===== src/dis_pkg.sv =====
// Constants shared by the digital input scanner files
package dis_pkg;
  // ****************************************
  // Timing
  // ****************************************
  localparam int CLK_HZ     = 20_000_000;               // System clock rate
  localparam int SCAN_MS    = 5;                        // Program cycle length in ms
  localparam int SCAN_CYC   = CLK_HZ / 1000 * SCAN_MS;  // Clock cycles per program cycle
  localparam int AC_HOLD_MS = 30;                       // Extra release delay in AC mode
  // ****************************************
  // Sizes
  // ****************************************
  localparam int NUM_MAIN = 3;   // Inputs on the main module
  localparam int NUM_CARD = 8;   // Inputs on the eight_input_card
  localparam int NUM_OUT  = 5;   // Output contacts
  localparam int DLY_W    = 21;  // Delay in ms, up to 1800000
  localparam int THR_W    = 8;   // Threshold in volts
  localparam int VOLT_W   = 9;   // Measured volts, up to 275
  localparam int CNT_W    = 32;  // Rising transition counter
  // ****************************************
  // Reset values
  // ****************************************
  localparam logic [7:0] ACT_THR_RST = 8'h58;  // 88 V
  localparam logic [7:0] REL_THR_RST = 8'h3c;  // 60 V
  // ****************************************
  // Register map (byte addresses)
  // ****************************************
  localparam logic [11:0] REG_INFO   = 12'h000;  // Channel numbering
  localparam logic [11:0] REG_STATE  = 12'h004;  // Scanned states
  localparam logic [11:0] REG_CLEAR  = 12'h008;  // Counter clear mask
  localparam logic [11:0] REG_ROUTE  = 12'h00c;  // Contact routing
  localparam logic [11:0] REG_CH     = 12'h100;  // First channel block
  localparam logic [1:0]  SUB_CFG    = 2'h0;     // Channel config word
  localparam logic [1:0]  SUB_ACT    = 2'h1;     // Activation delay word
  localparam logic [1:0]  SUB_REL    = 2'h2;     // Release delay word
  localparam logic [1:0]  SUB_CNT    = 2'h3;     // Counter word
  // ****************************************
  // Field positions
  // ****************************************
  localparam int CFG_POL  = 0;   // Normally closed when set
  localparam int CFG_AC   = 1;   // AC mode
  localparam int CFG_ACT  = 8;   // Activation threshold LSB
  localparam int CFG_REL  = 16;  // Release threshold LSB
  localparam int INFO_CRD = 8;   // First card channel number LSB
  localparam int ROUTE_EN = 20;  // Contact enables LSB
endpackage


===== src/dis_top.sv =====
// Digital input scanner: sync, scan tick, channels, routing and Avalon-MM registers
// Contract
// - Sample every input once per scan cycle
// - Internal consumers act one scan later
// - Output contacts update one further scan
// - Card channels numbered after preceding inputs
// - Card thresholds programmable in one volt steps
// - Card scanned alike, delays and polarity set
// - Card channels behave like main channels
// - Polarity selects energized reading, NO default
// - Separate rise and fall delays in ms
// - AC mode adds thirty ms release hold
// - 32-bit rise counter with software clear
//
// The implementer's own choices: the Avalon-MM interface to the registers and the register addresses.
`timescale 1ns/1ns
module dis_top #(
  parameter int NM          = dis_pkg::NUM_MAIN,
  parameter int NC          = dis_pkg::NUM_CARD,
  parameter int NO          = dis_pkg::NUM_OUT,
  parameter int SCAN_CYCLES = dis_pkg::SCAN_CYC
) (
  input  wire logic                          clk_sys,
  input  wire logic                          rstn,
  input  wire logic [NM-1:0]                 din_pin,
  input  wire logic [NC*dis_pkg::VOLT_W-1:0] card_volt,
  input  wire logic [11:0]                   avs_address,
  input  wire logic                          avs_read,
  input  wire logic                          avs_write,
  input  wire logic [31:0]                   avs_writedata,
  input  wire logic [3:0]                    avs_byteenable,
  output logic [31:0]                        avs_readdata,
  output logic                               avs_waitrequest,
  output logic [NM+NC-1:0]                   cons_state,
  output logic [NO-1:0]                      output_contact
);

  // ****************************************
  // Sizes
  // ****************************************
  // Main inputs first, then the card
  localparam int NCH = NM + NC;  // All numbered_input_channel
  // Four bit index: at most 16 channels

  // ****************************************
  // State
  // ****************************************
  typedef struct packed {
    // Pin synchroniser
    logic [NM-1:0]                          sync1;    // First sync stage
    logic [NM-1:0]                          sync2;    // Second sync stage

    // Program cycle timing
    logic [31:0]                            scan_cnt; // Program cycle divider
    logic                                   tick;     // One cycle per scan

    // Bus answer
    logic                                   wait_r;   // Waitrequest
    logic [31:0]                            rdata;    // Read data

    // Channel settings
    logic [NCH-1:0]                         pol;      // Normally closed
    logic [NCH-1:0]                         ac;       // AC mode
    logic [NCH-1:0]                         clr;      // Counter clear pulse
    logic [NCH-1:0][dis_pkg::THR_W-1:0]     act_thr;  // Activation volts
    logic [NCH-1:0][dis_pkg::THR_W-1:0]     rel_thr;  // Release volts
    logic [NCH-1:0][dis_pkg::DLY_W-1:0]     act_dly;  // Rise delay ms
    logic [NCH-1:0][dis_pkg::DLY_W-1:0]     rel_dly;  // Fall delay ms

    // Contact routing
    logic [NO-1:0][3:0]                     sel;      // Contact source channel
    logic [NO-1:0]                          en;       // Contact routing enable

    // Scan stages
    logic [NCH-1:0]                         cons;     // Consumer copy
    logic [NO-1:0]                          contact;  // Contact drive
  } dis_top_t;

  // Block state and next value
  dis_top_t                       r_ff;       // Registered state
  dis_top_t                       nxt_r;      // Next state

  // Channel results
  logic [NCH-1:0]                 raw;        // Energized levels
  logic [NCH-1:0]                 chan_st;    // Qualified states
  logic [NCH-1:0][31:0]           chan_cnt;   // Rise counters

  // Bus decode
  logic [31:0]                    rd;         // Addressed word
  logic [31:0]                    wv;         // Merged write word
  logic [31:0]                    be_mask;    // Byte enables as bits
  logic [3:0]                     ch;         // Addressed channel
  logic [1:0]                     sub;        // Word in channel block
  logic                           ch_hit;     // Channel block hit

  // ****************************************
  // Channels
  // ****************************************
  // Main pins skip the comparator;
  // their level is used as is
  genvar gi;
  generate
    for (gi = 0; gi < NCH; gi++) begin : g_ch
      if (gi < NM) begin : g_main
        // Second sync stage only
        assign raw[gi] = r_ff.sync2[gi];
      end else begin : g_card
        // Card channel threshold stage
        // Card volts are on this clock
        dis_hyst u_hyst (
          .clk_sys (clk_sys),
          .rstn    (rstn),
          .volt    (card_volt[(gi-NM)*dis_pkg::VOLT_W +: dis_pkg::VOLT_W]),
          .act_thr (r_ff.act_thr[gi]),
          .rel_thr (r_ff.rel_thr[gi]),
          .ac_mode (r_ff.ac[gi]),
          .level   (raw[gi])
        );
      end

      // Same conditioning for every channel
      // so card and main channels match
      dis_chan u_chan (
        .clk_sys   (clk_sys),
        .rstn      (rstn),
        .scan_tick (r_ff.tick),
        .raw_level (raw[gi]),
        .pol_nc    (r_ff.pol[gi]),
        .ac_mode   (r_ff.ac[gi]),
        .act_dly   (r_ff.act_dly[gi]),
        .rel_dly   (r_ff.rel_dly[gi]),
        .cnt_clr   (r_ff.clr[gi]),
        .state     (chan_st[gi]),
        .count     (chan_cnt[gi])
      );
    end
  endgenerate

  // ****************************************
  // Address decode and read word
  // ****************************************
  // Blocks of 16 bytes per channel
  assign ch      = avs_address[7:4];
  // Word within the block
  assign sub     = avs_address[3:2];
  assign ch_hit  = (avs_address[11:8] == dis_pkg::REG_CH[11:8]) && (32'(ch) < NCH);
  assign be_mask = {{8{avs_byteenable[3]}}, {8{avs_byteenable[2]}}, {8{avs_byteenable[1]}}, {8{avs_byteenable[0]}}};
  // Lanes not enabled keep old bits
  assign wv      = (rd & ~be_mask) | (avs_writedata & be_mask);

  // Select the word at the bus address, zero if unmapped
  always_comb begin
    // Default for unmapped places
    rd = '0;
    // Channel numbering
    if (avs_address == dis_pkg::REG_INFO) begin
      rd[7:0]                        = 8'(NM);
      rd[dis_pkg::INFO_CRD +: 8]     = 8'(NM + 1);
    end else if (avs_address == dis_pkg::REG_STATE) begin
      // One bit per channel
      rd[NCH-1:0] = chan_st;
    end else if (avs_address == dis_pkg::REG_ROUTE) begin
      // Source and enable per contact
      for (int o = 0; o < NO; o++) begin
        rd[o*4 +: 4]             = r_ff.sel[o];
        rd[dis_pkg::ROUTE_EN + o] = r_ff.en[o];
      end
    end else if (ch_hit) begin
      // Four words per channel
      if (sub == dis_pkg::SUB_CFG) begin
        rd[dis_pkg::CFG_POL]           = r_ff.pol[ch];
        rd[dis_pkg::CFG_AC]            = r_ff.ac[ch];
        rd[dis_pkg::CFG_ACT +: 8]      = r_ff.act_thr[ch];
        rd[dis_pkg::CFG_REL +: 8]      = r_ff.rel_thr[ch];
      end else if (sub == dis_pkg::SUB_ACT) begin
        rd[dis_pkg::DLY_W-1:0] = r_ff.act_dly[ch];
      end else if (sub == dis_pkg::SUB_REL) begin
        rd[dis_pkg::DLY_W-1:0] = r_ff.rel_dly[ch];
      end else begin
        // Counter is read only
        rd = chan_cnt[ch];
      end
    end
  end

  // ****************************************
  // Next state
  // ****************************************
  always_comb begin
    nxt_r       = r_ff;
    // Two flops before any logic reads a pin
    nxt_r.sync1 = din_pin;
    nxt_r.sync2 = r_ff.sync1;
    // Clear lasts one cycle
    nxt_r.clr   = '0;

    // Program cycle divider
    // Tick ends each 5 ms cycle
    if (r_ff.scan_cnt == 32'(SCAN_CYCLES - 1)) begin
      nxt_r.scan_cnt = '0;
      // One pulse times all channels
      nxt_r.tick     = 1'b1;
    end else begin
      nxt_r.scan_cnt = r_ff.scan_cnt + 32'h0000_0001;
      nxt_r.tick     = 1'b0;
    end

    // Consumers and contacts each lag one scan
    // Old states move on one stage
    if (r_ff.tick) begin
      // States of the last tick
      nxt_r.cons = chan_st;
      for (int o = 0; o < NO; o++) begin
        // Out of range source drives zero
        nxt_r.contact[o] = r_ff.en[o] && (32'(r_ff.sel[o]) < NCH) && r_ff.cons[r_ff.sel[o]];
      end
    end

    // Bus: accept, answer next cycle, then rearm
    // Waitrequest is low one cycle;
    // the write lands in that cycle
    if ((avs_read || avs_write) && r_ff.wait_r) begin
      // Request taken, answer next cycle
      nxt_r.wait_r = 1'b0;
      // Word held until next request
      nxt_r.rdata  = avs_read ? rd : '0;
    end else begin
      nxt_r.wait_r = 1'b1;
      if (!r_ff.wait_r && avs_write) begin
        // Settings change at the answer edge
        if (avs_address == dis_pkg::REG_CLEAR) begin
          nxt_r.clr = avs_writedata[NCH-1:0] & be_mask[NCH-1:0];
        end else if (avs_address == dis_pkg::REG_ROUTE) begin
          for (int o = 0; o < NO; o++) begin
            // Source and enable per contact
            nxt_r.sel[o] = wv[o*4 +: 4];
            nxt_r.en[o]  = wv[dis_pkg::ROUTE_EN + o];
          end
        end else if (ch_hit) begin
          if (sub == dis_pkg::SUB_CFG) begin
            // Polarity, AC and thresholds
            nxt_r.pol[ch]     = wv[dis_pkg::CFG_POL];
            nxt_r.ac[ch]      = wv[dis_pkg::CFG_AC];
            nxt_r.act_thr[ch] = wv[dis_pkg::CFG_ACT +: 8];
            nxt_r.rel_thr[ch] = wv[dis_pkg::CFG_REL +: 8];
          end else if (sub == dis_pkg::SUB_ACT) begin
            // Low bits only
            nxt_r.act_dly[ch] = wv[dis_pkg::DLY_W-1:0];
          end else if (sub == dis_pkg::SUB_REL) begin
            // Same width as the rise delay
            nxt_r.rel_dly[ch] = wv[dis_pkg::DLY_W-1:0];
          end
        end
      end
    end
  end

  // ****************************************
  // State register
  // ****************************************
  // Synchronous, active low reset
  always_ff @(posedge clk_sys) begin
    if (!rstn) begin
      // Everything clears first
      r_ff         <= '0;
      // Bus stalls while idle
      r_ff.wait_r  <= 1'b1;
      // Thresholds start at nonzero volts
      r_ff.act_thr <= {NCH{dis_pkg::ACT_THR_RST}};
      r_ff.rel_thr <= {NCH{dis_pkg::REL_THR_RST}};
    end else begin
      r_ff <= nxt_r;
    end
  end

  // ****************************************
  // Outputs
  // ****************************************
  // Straight from flip-flops
  assign avs_readdata    = r_ff.rdata;
  assign avs_waitrequest = r_ff.wait_r;
  assign cons_state      = r_ff.cons;
  assign output_contact  = r_ff.contact;
endmodule // dis_top


===== src/dis_hyst.sv =====
// Threshold comparator with hysteresis for one option card channel
`timescale 1ns/1ns
module dis_hyst (
  input  wire logic                       clk_sys,
  input  wire logic                       rstn,
  input  wire logic [dis_pkg::VOLT_W-1:0] volt,
  input  wire logic [dis_pkg::THR_W-1:0]  act_thr,
  input  wire logic [dis_pkg::THR_W-1:0]  rel_thr,
  input  wire logic                       ac_mode,
  output logic                            level
);
  // ****************************************
  // State
  // ****************************************
  typedef struct packed {
    logic lvl;  // Energized level
  } dis_hyst_t;

  dis_hyst_t                r_ff;     // Registered state
  dis_hyst_t                nxt_r;    // Next state
  logic [dis_pkg::THR_W-1:0] rel_eff;  // Release threshold in use

  // AC mode forces release to a tenth of activation
  assign rel_eff = ac_mode ? act_thr / 8'h0a : rel_thr;

  // Rise above activation, fall below release, else hold
  always_comb begin
    nxt_r = r_ff;
    if (volt > {1'b0, act_thr}) begin
      nxt_r.lvl = 1'b1;
    end else if (volt < {1'b0, rel_eff}) begin
      nxt_r.lvl = 1'b0;
    end
  end

  // State register
  always_ff @(posedge clk_sys) begin
    if (!rstn) begin
      r_ff <= '0;
    end else begin
      r_ff <= nxt_r;
    end
  end

  assign level = r_ff.lvl;
endmodule // dis_hyst


===== src/dis_chan.sv =====
// Per channel polarity, delays and transition counter
`timescale 1ns/1ns
module dis_chan (
  input  wire logic                      clk_sys,
  input  wire logic                      rstn,
  input  wire logic                      scan_tick,
  input  wire logic                      raw_level,
  input  wire logic                      pol_nc,
  input  wire logic                      ac_mode,
  input  wire logic [dis_pkg::DLY_W-1:0] act_dly,
  input  wire logic [dis_pkg::DLY_W-1:0] rel_dly,
  input  wire logic                      cnt_clr,
  output logic                           state,
  output logic [dis_pkg::CNT_W-1:0]      count
);
  // ****************************************
  // State
  // ****************************************
  typedef struct packed {
    logic                      st;    // Qualified status
    logic [dis_pkg::DLY_W:0]   elap;  // ms spent in disagreement
    logic [dis_pkg::CNT_W-1:0] cnt;   // Rising transitions
  } dis_chan_t;

  dis_chan_t               r_ff;   // Registered state
  dis_chan_t               nxt_r;  // Next state
  logic                    lvl;    // Status after polarity
  logic                    rise;   // Qualified 0 to 1 this cycle
  logic [dis_pkg::DLY_W:0] need;   // Delay to qualify
  logic [dis_pkg::DLY_W:0] step;   // Elapsed after this scan

  // Polarity: NC reads an energized input as zero
  assign lvl = raw_level ^ pol_nc;

  // Delay for the pending change, AC adds hold on release
  assign need = r_ff.st ? ({1'b0, rel_dly} + (ac_mode ? (dis_pkg::DLY_W+1)'(dis_pkg::AC_HOLD_MS) : '0))
                        : {1'b0, act_dly};
  assign step = r_ff.elap + (dis_pkg::DLY_W+1)'(dis_pkg::SCAN_MS);

  // Sample only on the program cycle tick
  always_comb begin
    nxt_r = r_ff;
    rise  = 1'b0;
    if (scan_tick) begin
      if (lvl == r_ff.st) begin
        nxt_r.elap = '0;
      end else if (step >= need) begin
        nxt_r.st   = lvl;
        nxt_r.elap = '0;
        rise       = lvl;
      end else begin
        nxt_r.elap = step;
      end
    end
    // Clear and a transition in the same cycle leave a count of one
    nxt_r.cnt = (cnt_clr ? '0 : r_ff.cnt) + {{(dis_pkg::CNT_W-1){1'b0}}, rise};
  end

  // State register
  always_ff @(posedge clk_sys) begin
    if (!rstn) begin
      r_ff <= '0;
    end else begin
      r_ff <= nxt_r;
    end
  end

  assign state = r_ff.st;
  assign count = r_ff.cnt;
endmodule // dis_chan


===== config.mk =====
export PLATFORM = sky130hd
export DESIGN_NAME = dis_top
export DESIGN_NICKNAME = d
export VERILOG_FILES = /design/src/dis_pkg.sv /design/src/dis_top.sv /design/src/dis_hyst.sv /design/src/dis_chan.sv
export SDC_FILE = /design/constraint.sdc
export NUM_CORES = 2
export LEC_CHECK = 0
export BUFFER_PORTS_ARGS = -buffer_cell sky130_fd_sc_hd__buf_4
export CELL_PAD_IN_SITES_DETAIL_PLACEMENT = 1
export CELL_PAD_IN_SITES_GLOBAL_PLACEMENT = 1
export CORE_MARGIN = 1
export CORE_UTILIZATION = 53
export CTS_CLUSTER_SIZE = 20
export DETAILED_ROUTE_END_ITERATION = 6
export PLACE_DENSITY = 0.93
export SYNTH_ARGS = -nofsm -noshare
export SYNTH_HDL_FRONTEND = slang
export SYNTH_SLANG_ARGS = --single-unit
export TNS_END_PERCENT = 20

===== constraint.sdc =====
create_clock -name clk_sys -period 7.8 [get_ports clk_sys]
set_input_delay 1.56 -clock clk_sys [delete_from_list [all_inputs] [get_ports clk_sys]]
set_output_delay 1.56 -clock clk_sys [all_outputs]
set_load 0.01 [all_outputs]

======== Yosys cells after proc, flatten, opt, wreduce, memory -nomap -nowiden ========
Index checks and enable logic that the tools add are counted.
word-level totals
  output and inout port bits .............. 49
  register bits ........................... 1397
  logic and storage cells ................. 455
operators by class
  equal/unequal tests ..................... 18
  $add $sub $neg .......................... 34
  reduce and logical (&&, ||, !) cells .... 43
  divide/modulo/power cells ............... 8
  bitwise operators ....................... 34
  order comparisons ....................... 40
  muxes and demuxes ....................... 176
operators by type and width
  operator                                                         number
  22-bit 2-to-1 mux                                                33
  231-bit bitwise mux                                              2
  32-bit 2-to-1 mux                                                14
  32-bit by 1-bit adder with 32-bit output                         11
  21-bit by 22-bit adder with 22-bit output                        11
  22-bit by 3-bit adder with 22-bit output, second input constant  11
  22-bit greater-or-equal comparator                               11
  21-bit 2-to-1 mux                                                11
  88-bit bitwise mux                                               2
  21-bit binary-select mux with 4-bit select                       2
  32-bit binary-select mux with 4-bit select                       1
  8-bit 2-to-1 mux                                                 12
  11-bit 2-to-1 mux                                                8
  21-bit demux with 4-bit select                                   1
  9-bit by 8-bit > comparator with 1-bit output                    8
  9-bit by 8-bit < comparator with 1-bit output                    8
  8-bit binary-select mux with 4-bit select                        2
  8-bit by 4-bit divider with 8-bit output, second input constant  8
  1-bit 2-to-1 mux                                                 59
  5-bit 2-to-1 mux                                                 11
  25-bit bitwise AND                                               2
  16-bit 2-to-1 mux                                                3
  3-bit AND reduction                                              11
  32-bit by 1-bit adder with 32-bit output, second input constant  1
  other kinds (35)                                                 110

======== Depth between registers and ports, before layout ========
  depth in word-level cells ............... 17
  mapped depth ............................ 28
  gate-level depth less buffers ........... 28

======== By module ========
A second synthesis with hierarchy kept.
second synthesis, totals
  cell total of the unflattened synthesis .. 10983
  area, all modules ....................... 92650.1 um2
modules (own cells, without submodules)
  module                                  cells each  area an instance (um2)  instances
  dis_top                                 4170        37709.9                 1
  dis_chan at g_ch[1].u_chan ...          522         4269.1                  7
  dis_chan at g_ch[0].u_chan ...          545         4441.8                  4
  dis_hyst at g_ch[10].g_card.u_hyst ...  130         960.9                   5
  dis_hyst at g_ch[6].g_card.u_hyst ...   105         793.3                   2
  dis_hyst at g_ch[9].g_card.u_hyst       119         898.4                   1

======== Worst setup path before layout ========
No wires, ideal clock.
  kind .................................... register -> register
  from .................................... register g_ch[9].u_chan.r_ff[32] in the netlist's numbering
  to ...................................... register g_ch[9].u_chan.r_ff (netlist bit g_ch[9].u_chan.count[31])
  slack ................................... 2.434 ns
  data required time ...................... 7.672 ns
  arrival ................................. 5.239 ns
  stages on the path, launching flop included .. 26
  path through ............................ dfxtp_1 -> ha_1 -> o21ai_0 -> nor2_1 -> and3_1 -> clkbuf_1 -> nand2_1 -> nor2_1 -> nand3_1 -> xnor2_1 -> ha_1 -> a21o_1 -> a21o_1 -> a21oi_1 -> a31oi_1 -> nand2_1 -> nor3_1 -> ha_1 -> nand4b_1 -> nand3b_1 -> or4_1 -> nand2b_1 -> nor2_1 -> nand3_1 -> xnor2_1 -> nor2_1
on the way
  cells in the longest elaborated chain, start to end .. 6
RTL lines
  element                                   RTL line        RTL
  start, declared                           dis_chan.sv:25  dis_chan_t r_ff;
  start signal, assigned                    dis_chan.sv:64  r_ff <= nxt_r;
  22-bit by 3-bit adder with 22-bit output  dis_chan.sv:38  assign step = r_ff.elap + (dis_pkg::DLY_W+1)'(dis_pkg::SCAN_MS);
  22-bit greater-or-equal comparator        dis_chan.sv:47  end else if (step >= need) begin
  1-bit 2-to-1 mux                          dis_chan.sv:47
  1-bit 2-to-1 mux                          dis_chan.sv:45  if (lvl == r_ff.st) begin
  1-bit 2-to-1 mux                          dis_chan.sv:44  if (scan_tick) begin
  32-bit by 1-bit adder with 32-bit output  dis_chan.sv:56  nxt_r.cnt = (cnt_clr ? '0 : r_ff.cnt) + {{(dis_pkg::CNT_W-1){1'b0}}, rise};
No other way between the ends.
A chain may end at the register's enable or synchronous reset.

======== Final worst setup path ========
  from .................................... register r_ff[699] in the netlist's numbering
  to ...................................... register g_ch[9].u_chan.r_ff (netlist bit g_ch[9].u_chan.count[31])
on the way
  cells in the longest elaborated chain, start to end .. 8
RTL lines
  element                                    RTL line        RTL
  start, declared                            dis_top.sv:80   dis_top_t r_ff;
  start signal, assigned                     dis_top.sv:272  r_ff <= nxt_r;
  5-bit 2-to-1 mux                           dis_chan.sv:36  assign need = r_ff.st ? ({1'b0, rel_dly} + (ac_mode ? (dis_pkg::DLY_W+1)'(dis_pkg::AC_HOLD_MS) : '0))
  21-bit by 22-bit adder with 22-bit output  dis_chan.sv:36
  22-bit 2-to-1 mux                          dis_chan.sv:36
  22-bit greater-or-equal comparator         dis_chan.sv:47
  1-bit 2-to-1 mux                           dis_chan.sv:47
  1-bit 2-to-1 mux                           dis_chan.sv:45
  1-bit 2-to-1 mux                           dis_chan.sv:44
  32-bit by 1-bit adder with 32-bit output   dis_chan.sv:56
No other way between the ends.

==> results by group <==
Status
  • Status: complete, but fails checks
  • Violations in the final reports: DRC, capacitance limit, slew limit

Finish
  • NumNets Final: 10652
  • Fillers: 18705
  • P&R area growth vs syn: 8.81%
  • Layout cell share with drive strength beyond 1: 9.53%

Worst setup path
  • Stages on worst setup path: 26
  • Slowest CP cell: dfxtp_1
  • Setup CP Type: reg2reg
  • Worst path max stage delay: 1.13 ns
  • R2R depth: 26
  • Worst Setup EP: g_ch[9].u_chan.count[31]
  • WP buf/inv: 1
  • Cell family with most CP delay: simple AND/OR/NAND/NOR gates
  • Startpoint types: register
  • CP required: 8.50 ns
  • Worst Setup End Kind: register
  • Worst r2r src: r_ff[699]
  • Crit-path max FO: 14
  • R2r setup slk: 0.35 ns
  • Critical Path AT: 8.15 ns
  • Worst setup path start: r_ff[699]
  • RR Endpoint: g_ch[9].u_chan.count[31]

Timing
  • F_max: 0.134 GHz
  • Slew HR: -6.30%
  • RSZ-0062 raised after global routing: false
  • Slew @ Worst Pin: 1.58 ns
  • TNS Setup: 0 ns
  • Final Cycle Share: 95.5%
  • Final Hold Fails: 0
  • Clock skew: 0.0562 ns
  • Tmin final: 7.45 ns
  • Setup Viol. Count Final: 0
  • Final Slew Violations: 17

Route
  • Via density per instance: 7.22
  • WL/cell: 31.5 um
  • DRT Wirelength: 388000 um
  • Drc violations: 22
  • DRT antenna net count: 0
  • Via count: 88832
  • Initial DRC count: 13214
  • Initial DRT Pass Iterations: 7

CTS
  • Post-CTS setup buffer count: 0
  • TritonCTS clock tree: done
  • TritonCTS Sinks: 1397
  • Root buffer cell: clkbuf_16
  • PostCTS Resize Cnt: 0
  • H-tree depth: 4
  • Hold buffers post-CTS: 0
  • Clk_lat worst skew: 0.88 ns
  • TritonCTS buffer count: 161
  • CTS clk-pin slew, worst paths: 0.06 ns
  • Clock buffer depth: 3

Floorplan
  • Die Y: 402 um
  • Num rows: 146
  • Die Width: 402 um
  • Core area: 0.159 mm^2
  • Die area: 0.162 mm^2
  • Top Ports: 176
  • Initial Util: 53.5%

Synthesis
  • Post-synth EDFFs: 0
  • Synth Area per Inst: 8.25 um^2
  • Synthesized flop and latch total: 1397
  • Cell area after synthesis: 0.0849 mm^2
  • Ys flop type: dfxtp_1
  • Cell variety after synth: 106
  • Asr flop ratio synth: 0%
  • Number of cells produced by synthesis: 10297
  • Sequential share of the synthesized area: 32.9%
  • Synth Net Count: 10875
  • Yosys warning total: 0

Power and ir drop
  • Total Power: 16.1 mW
  • Register share of total power: 44.5%
  • Combinational Power Share: 5.7%
  • IR drop worst, VDD: 0.000267 V
  • Clock Power Share: 49.8%
  • Leakage: 33.9 nW
  • Internal power: 11.9 mW
  • Switching pwr: 4.17 mW
  • Sw frac: 26.0%
  • PD cells: 174 mW/mm^2

Placement
  • Routability cong.: 1.12
  • HPWL Detailed: 265000 um
  • IO buf count: 168

Global route
  • Initial antenna violation count: 40
  • Vias in the first global route: 89544
  • First-pass GRT wire length: 571000 um
  • Grt total ovfl: 0
  • Largest net degree at the start of global routing: 197
  • GR Util All Layers: 46.3%

Job
  • Max-Cap Viols: 3

Min path
  • HP Class: reg2reg
## metal layers
metal	wire length, um	GRT usage [%]	vias to the layer above	part of all wire (%)
met2	163000	68.2	6691	42
met4	33900	34.1	38	8.7
met5	358	0.535	-	0.092
met3	54600	18.7	2096	14
li1	-	-	36820	-
met1	136000	54.0	43187	35
## final cells by class
type	instances	area, um^2	share of cell area [%]
diodes	36	90.1	0.0975
clock buffers	230	4650	5.03
clock inverters	62	702	0.760
inverters	209	795	0.860
multi-input cells	7951	52800	57.2
flip-flops and latches	1397	28000	30.3
well taps	2072	2590	2.81
repair buffers	354	2770	2.99
## worst register-to-register path: cells and delay by family, from the launching register on
kind	cells	cell delay, ns
xor gates and xnor gates	2	0.36
DFF	1	1.13
adders and majority gates	3	0.98
AOI/OAI and AO/OA	6	1.52
buffers and inverters	1	0.21
and+or+nand+nor	14	3.05
## stage by stage
| stage | cell area [um^2] | cells | utilization, % | hold slack (ns) | setup WS, ns |
|---|---|---|---|---|---|
| after global placement | 87000 | 11983 | 54.8 | 0.416 | 1.05 |
| after detailed placement | 87000 | 11983 | 54.8 | 0.420 | 0.856 |
| after global routing | 92300 | 12278 | 58.2 | 0.450 | 0.153 |
| after floorplan | 84900 | 10297 | - | 0.412 | 2.43 |
| after CTS | 92300 | 12275 | 58.2 | 0.433 | 0.708 |
| final | 92400 | 12311 | 58.2 | 0.432 | 0.353 |
## power by group through the flow
stage	logic, mW	registers, mW	clock network [mW]
2_1_floorplan	0.464	7.30	0
3_3_place_gp	0.804	7.31	0
3_5_place_dp	0.826	7.31	0
4_1_cts	0.837	7.15	7.91
5_1_grt	0.898	7.15	8.20
6_report	0.918	7.15	7.99
## how the worst min path moves through the flow
| stage | endpoint | start | cells after the start | slack, ns |
|---|---|---|---|---|
| final | r_ff[780] | nxt_r[780] | 1 | 0.43 |
| after global routing | r_ff[780] | nxt_r[780] | 1 | 0.45 |
| after CTS | r_ff[780] | nxt_r[780] | 1 | 0.43 |
| after detailed placement | r_ff[780] | nxt_r[780] | 1 | 0.42 |
| after global placement | r_ff[780] | nxt_r[780] | 1 | 0.42 |
| after floorplan | r_ff[778] | nxt_r[778] | 1 | 0.41 |
## cell usage after synthesis, types with 22 or more instances
| master | instances | area [um^2] |
|---|---|---|
| nor3b_1 | 26 | 195 |
| o21ai_1 | 67 | 335 |
| or3_1 | 111 | 694 |
| nand2_1 | 846 | 3180 |
| nor4_1 | 50 | 313 |
| nor2_1 | 794 | 2980 |
| nor2b_1 | 177 | 1110 |
| nand3b_1 | 65 | 488 |
| dfxtp_1 | 1397 | 28000 |
| buf_2 | 65 | 325 |
| o211ai_1 | 94 | 706 |
| and3_1 | 156 | 976 |
| a221o_1 | 22 | 220 |
| nand3_1 | 789 | 3950 |
| a21oi_1 | 727 | 3640 |
| inv_1 | 201 | 754 |
| a211oi_1 | 68 | 510 |
| a31oi_1 | 90 | 563 |
| or2_2 | 33 | 206 |
| ha_1 | 440 | 5510 |
| nand2b_1 | 113 | 707 |
| o21a_1 | 55 | 413 |
| buf_4 | 81 | 608 |
| and4_1 | 34 | 298 |
| buf_1 | 41 | 154 |
| a21o_1 | 103 | 773 |
| o21ai_0 | 995 | 4980 |
| a22o_1 | 49 | 429 |
| nor3_1 | 219 | 1100 |
| nand4b_1 | 23 | 201 |
| nand4_1 | 162 | 1010 |
| mux2i_1 | 191 | 1910 |
| xor2_1 | 278 | 2430 |
| buf_6 | 29 | 327 |
| and2_1 | 91 | 569 |
| xnor2_1 | 364 | 3190 |
| a2111oi_0 | 47 | 412 |
| mux4_2 | 164 | 3690 |
| a221oi_1 | 36 | 315 |
| a22oi_1 | 77 | 578 |
| clkbuf_1 | 503 | 1890 |
| mux2_2 | 73 | 822 |
## registers in the layout, summed over array words and instances, names as in the netlist
signal,cells
r_ff,732
g_ch.u_chan.count,352
g_ch.u_chan.r_ff,242
avs_readdata,32
cons_state,11
g_ch.u_chan.state,11
g_ch.g_card.u_hyst.level,8
output_contact,5
nxt_r,3
avs_waitrequest,1
## kinds of logic (layout without fill, tap and decap cells)
family          after synthesis  after routing  share of synthesized area [%]
xor+xnor                    642            642                           6.62
fa+ha+maj                   462            462                           6.87
compound gates             2654           2654                           18.7
mux                         439            439                           7.88
flops                      1397           1397                           32.9
simple gates               3754           3754                           21.8
buf+inv                     949            855                           5.15
other cells                   0             36                              0
## layout by cell type, fill, tap and decap left out, drive strengths merged, types with 156 or more instances in the layout
master / n
mux2i: 193
o21ai: 1063
clkbuf: 230
and3: 156
buf: 354
inv: 210
nor2: 795
nor2b: 177
xor2: 278
nor3: 220
ha: 440
dfxtp: 1397
nand4: 162
a21oi: 737
nand2: 847
nand3: 789
xnor2: 364
mux4: 173
Power figures use the tool's default switching activity.
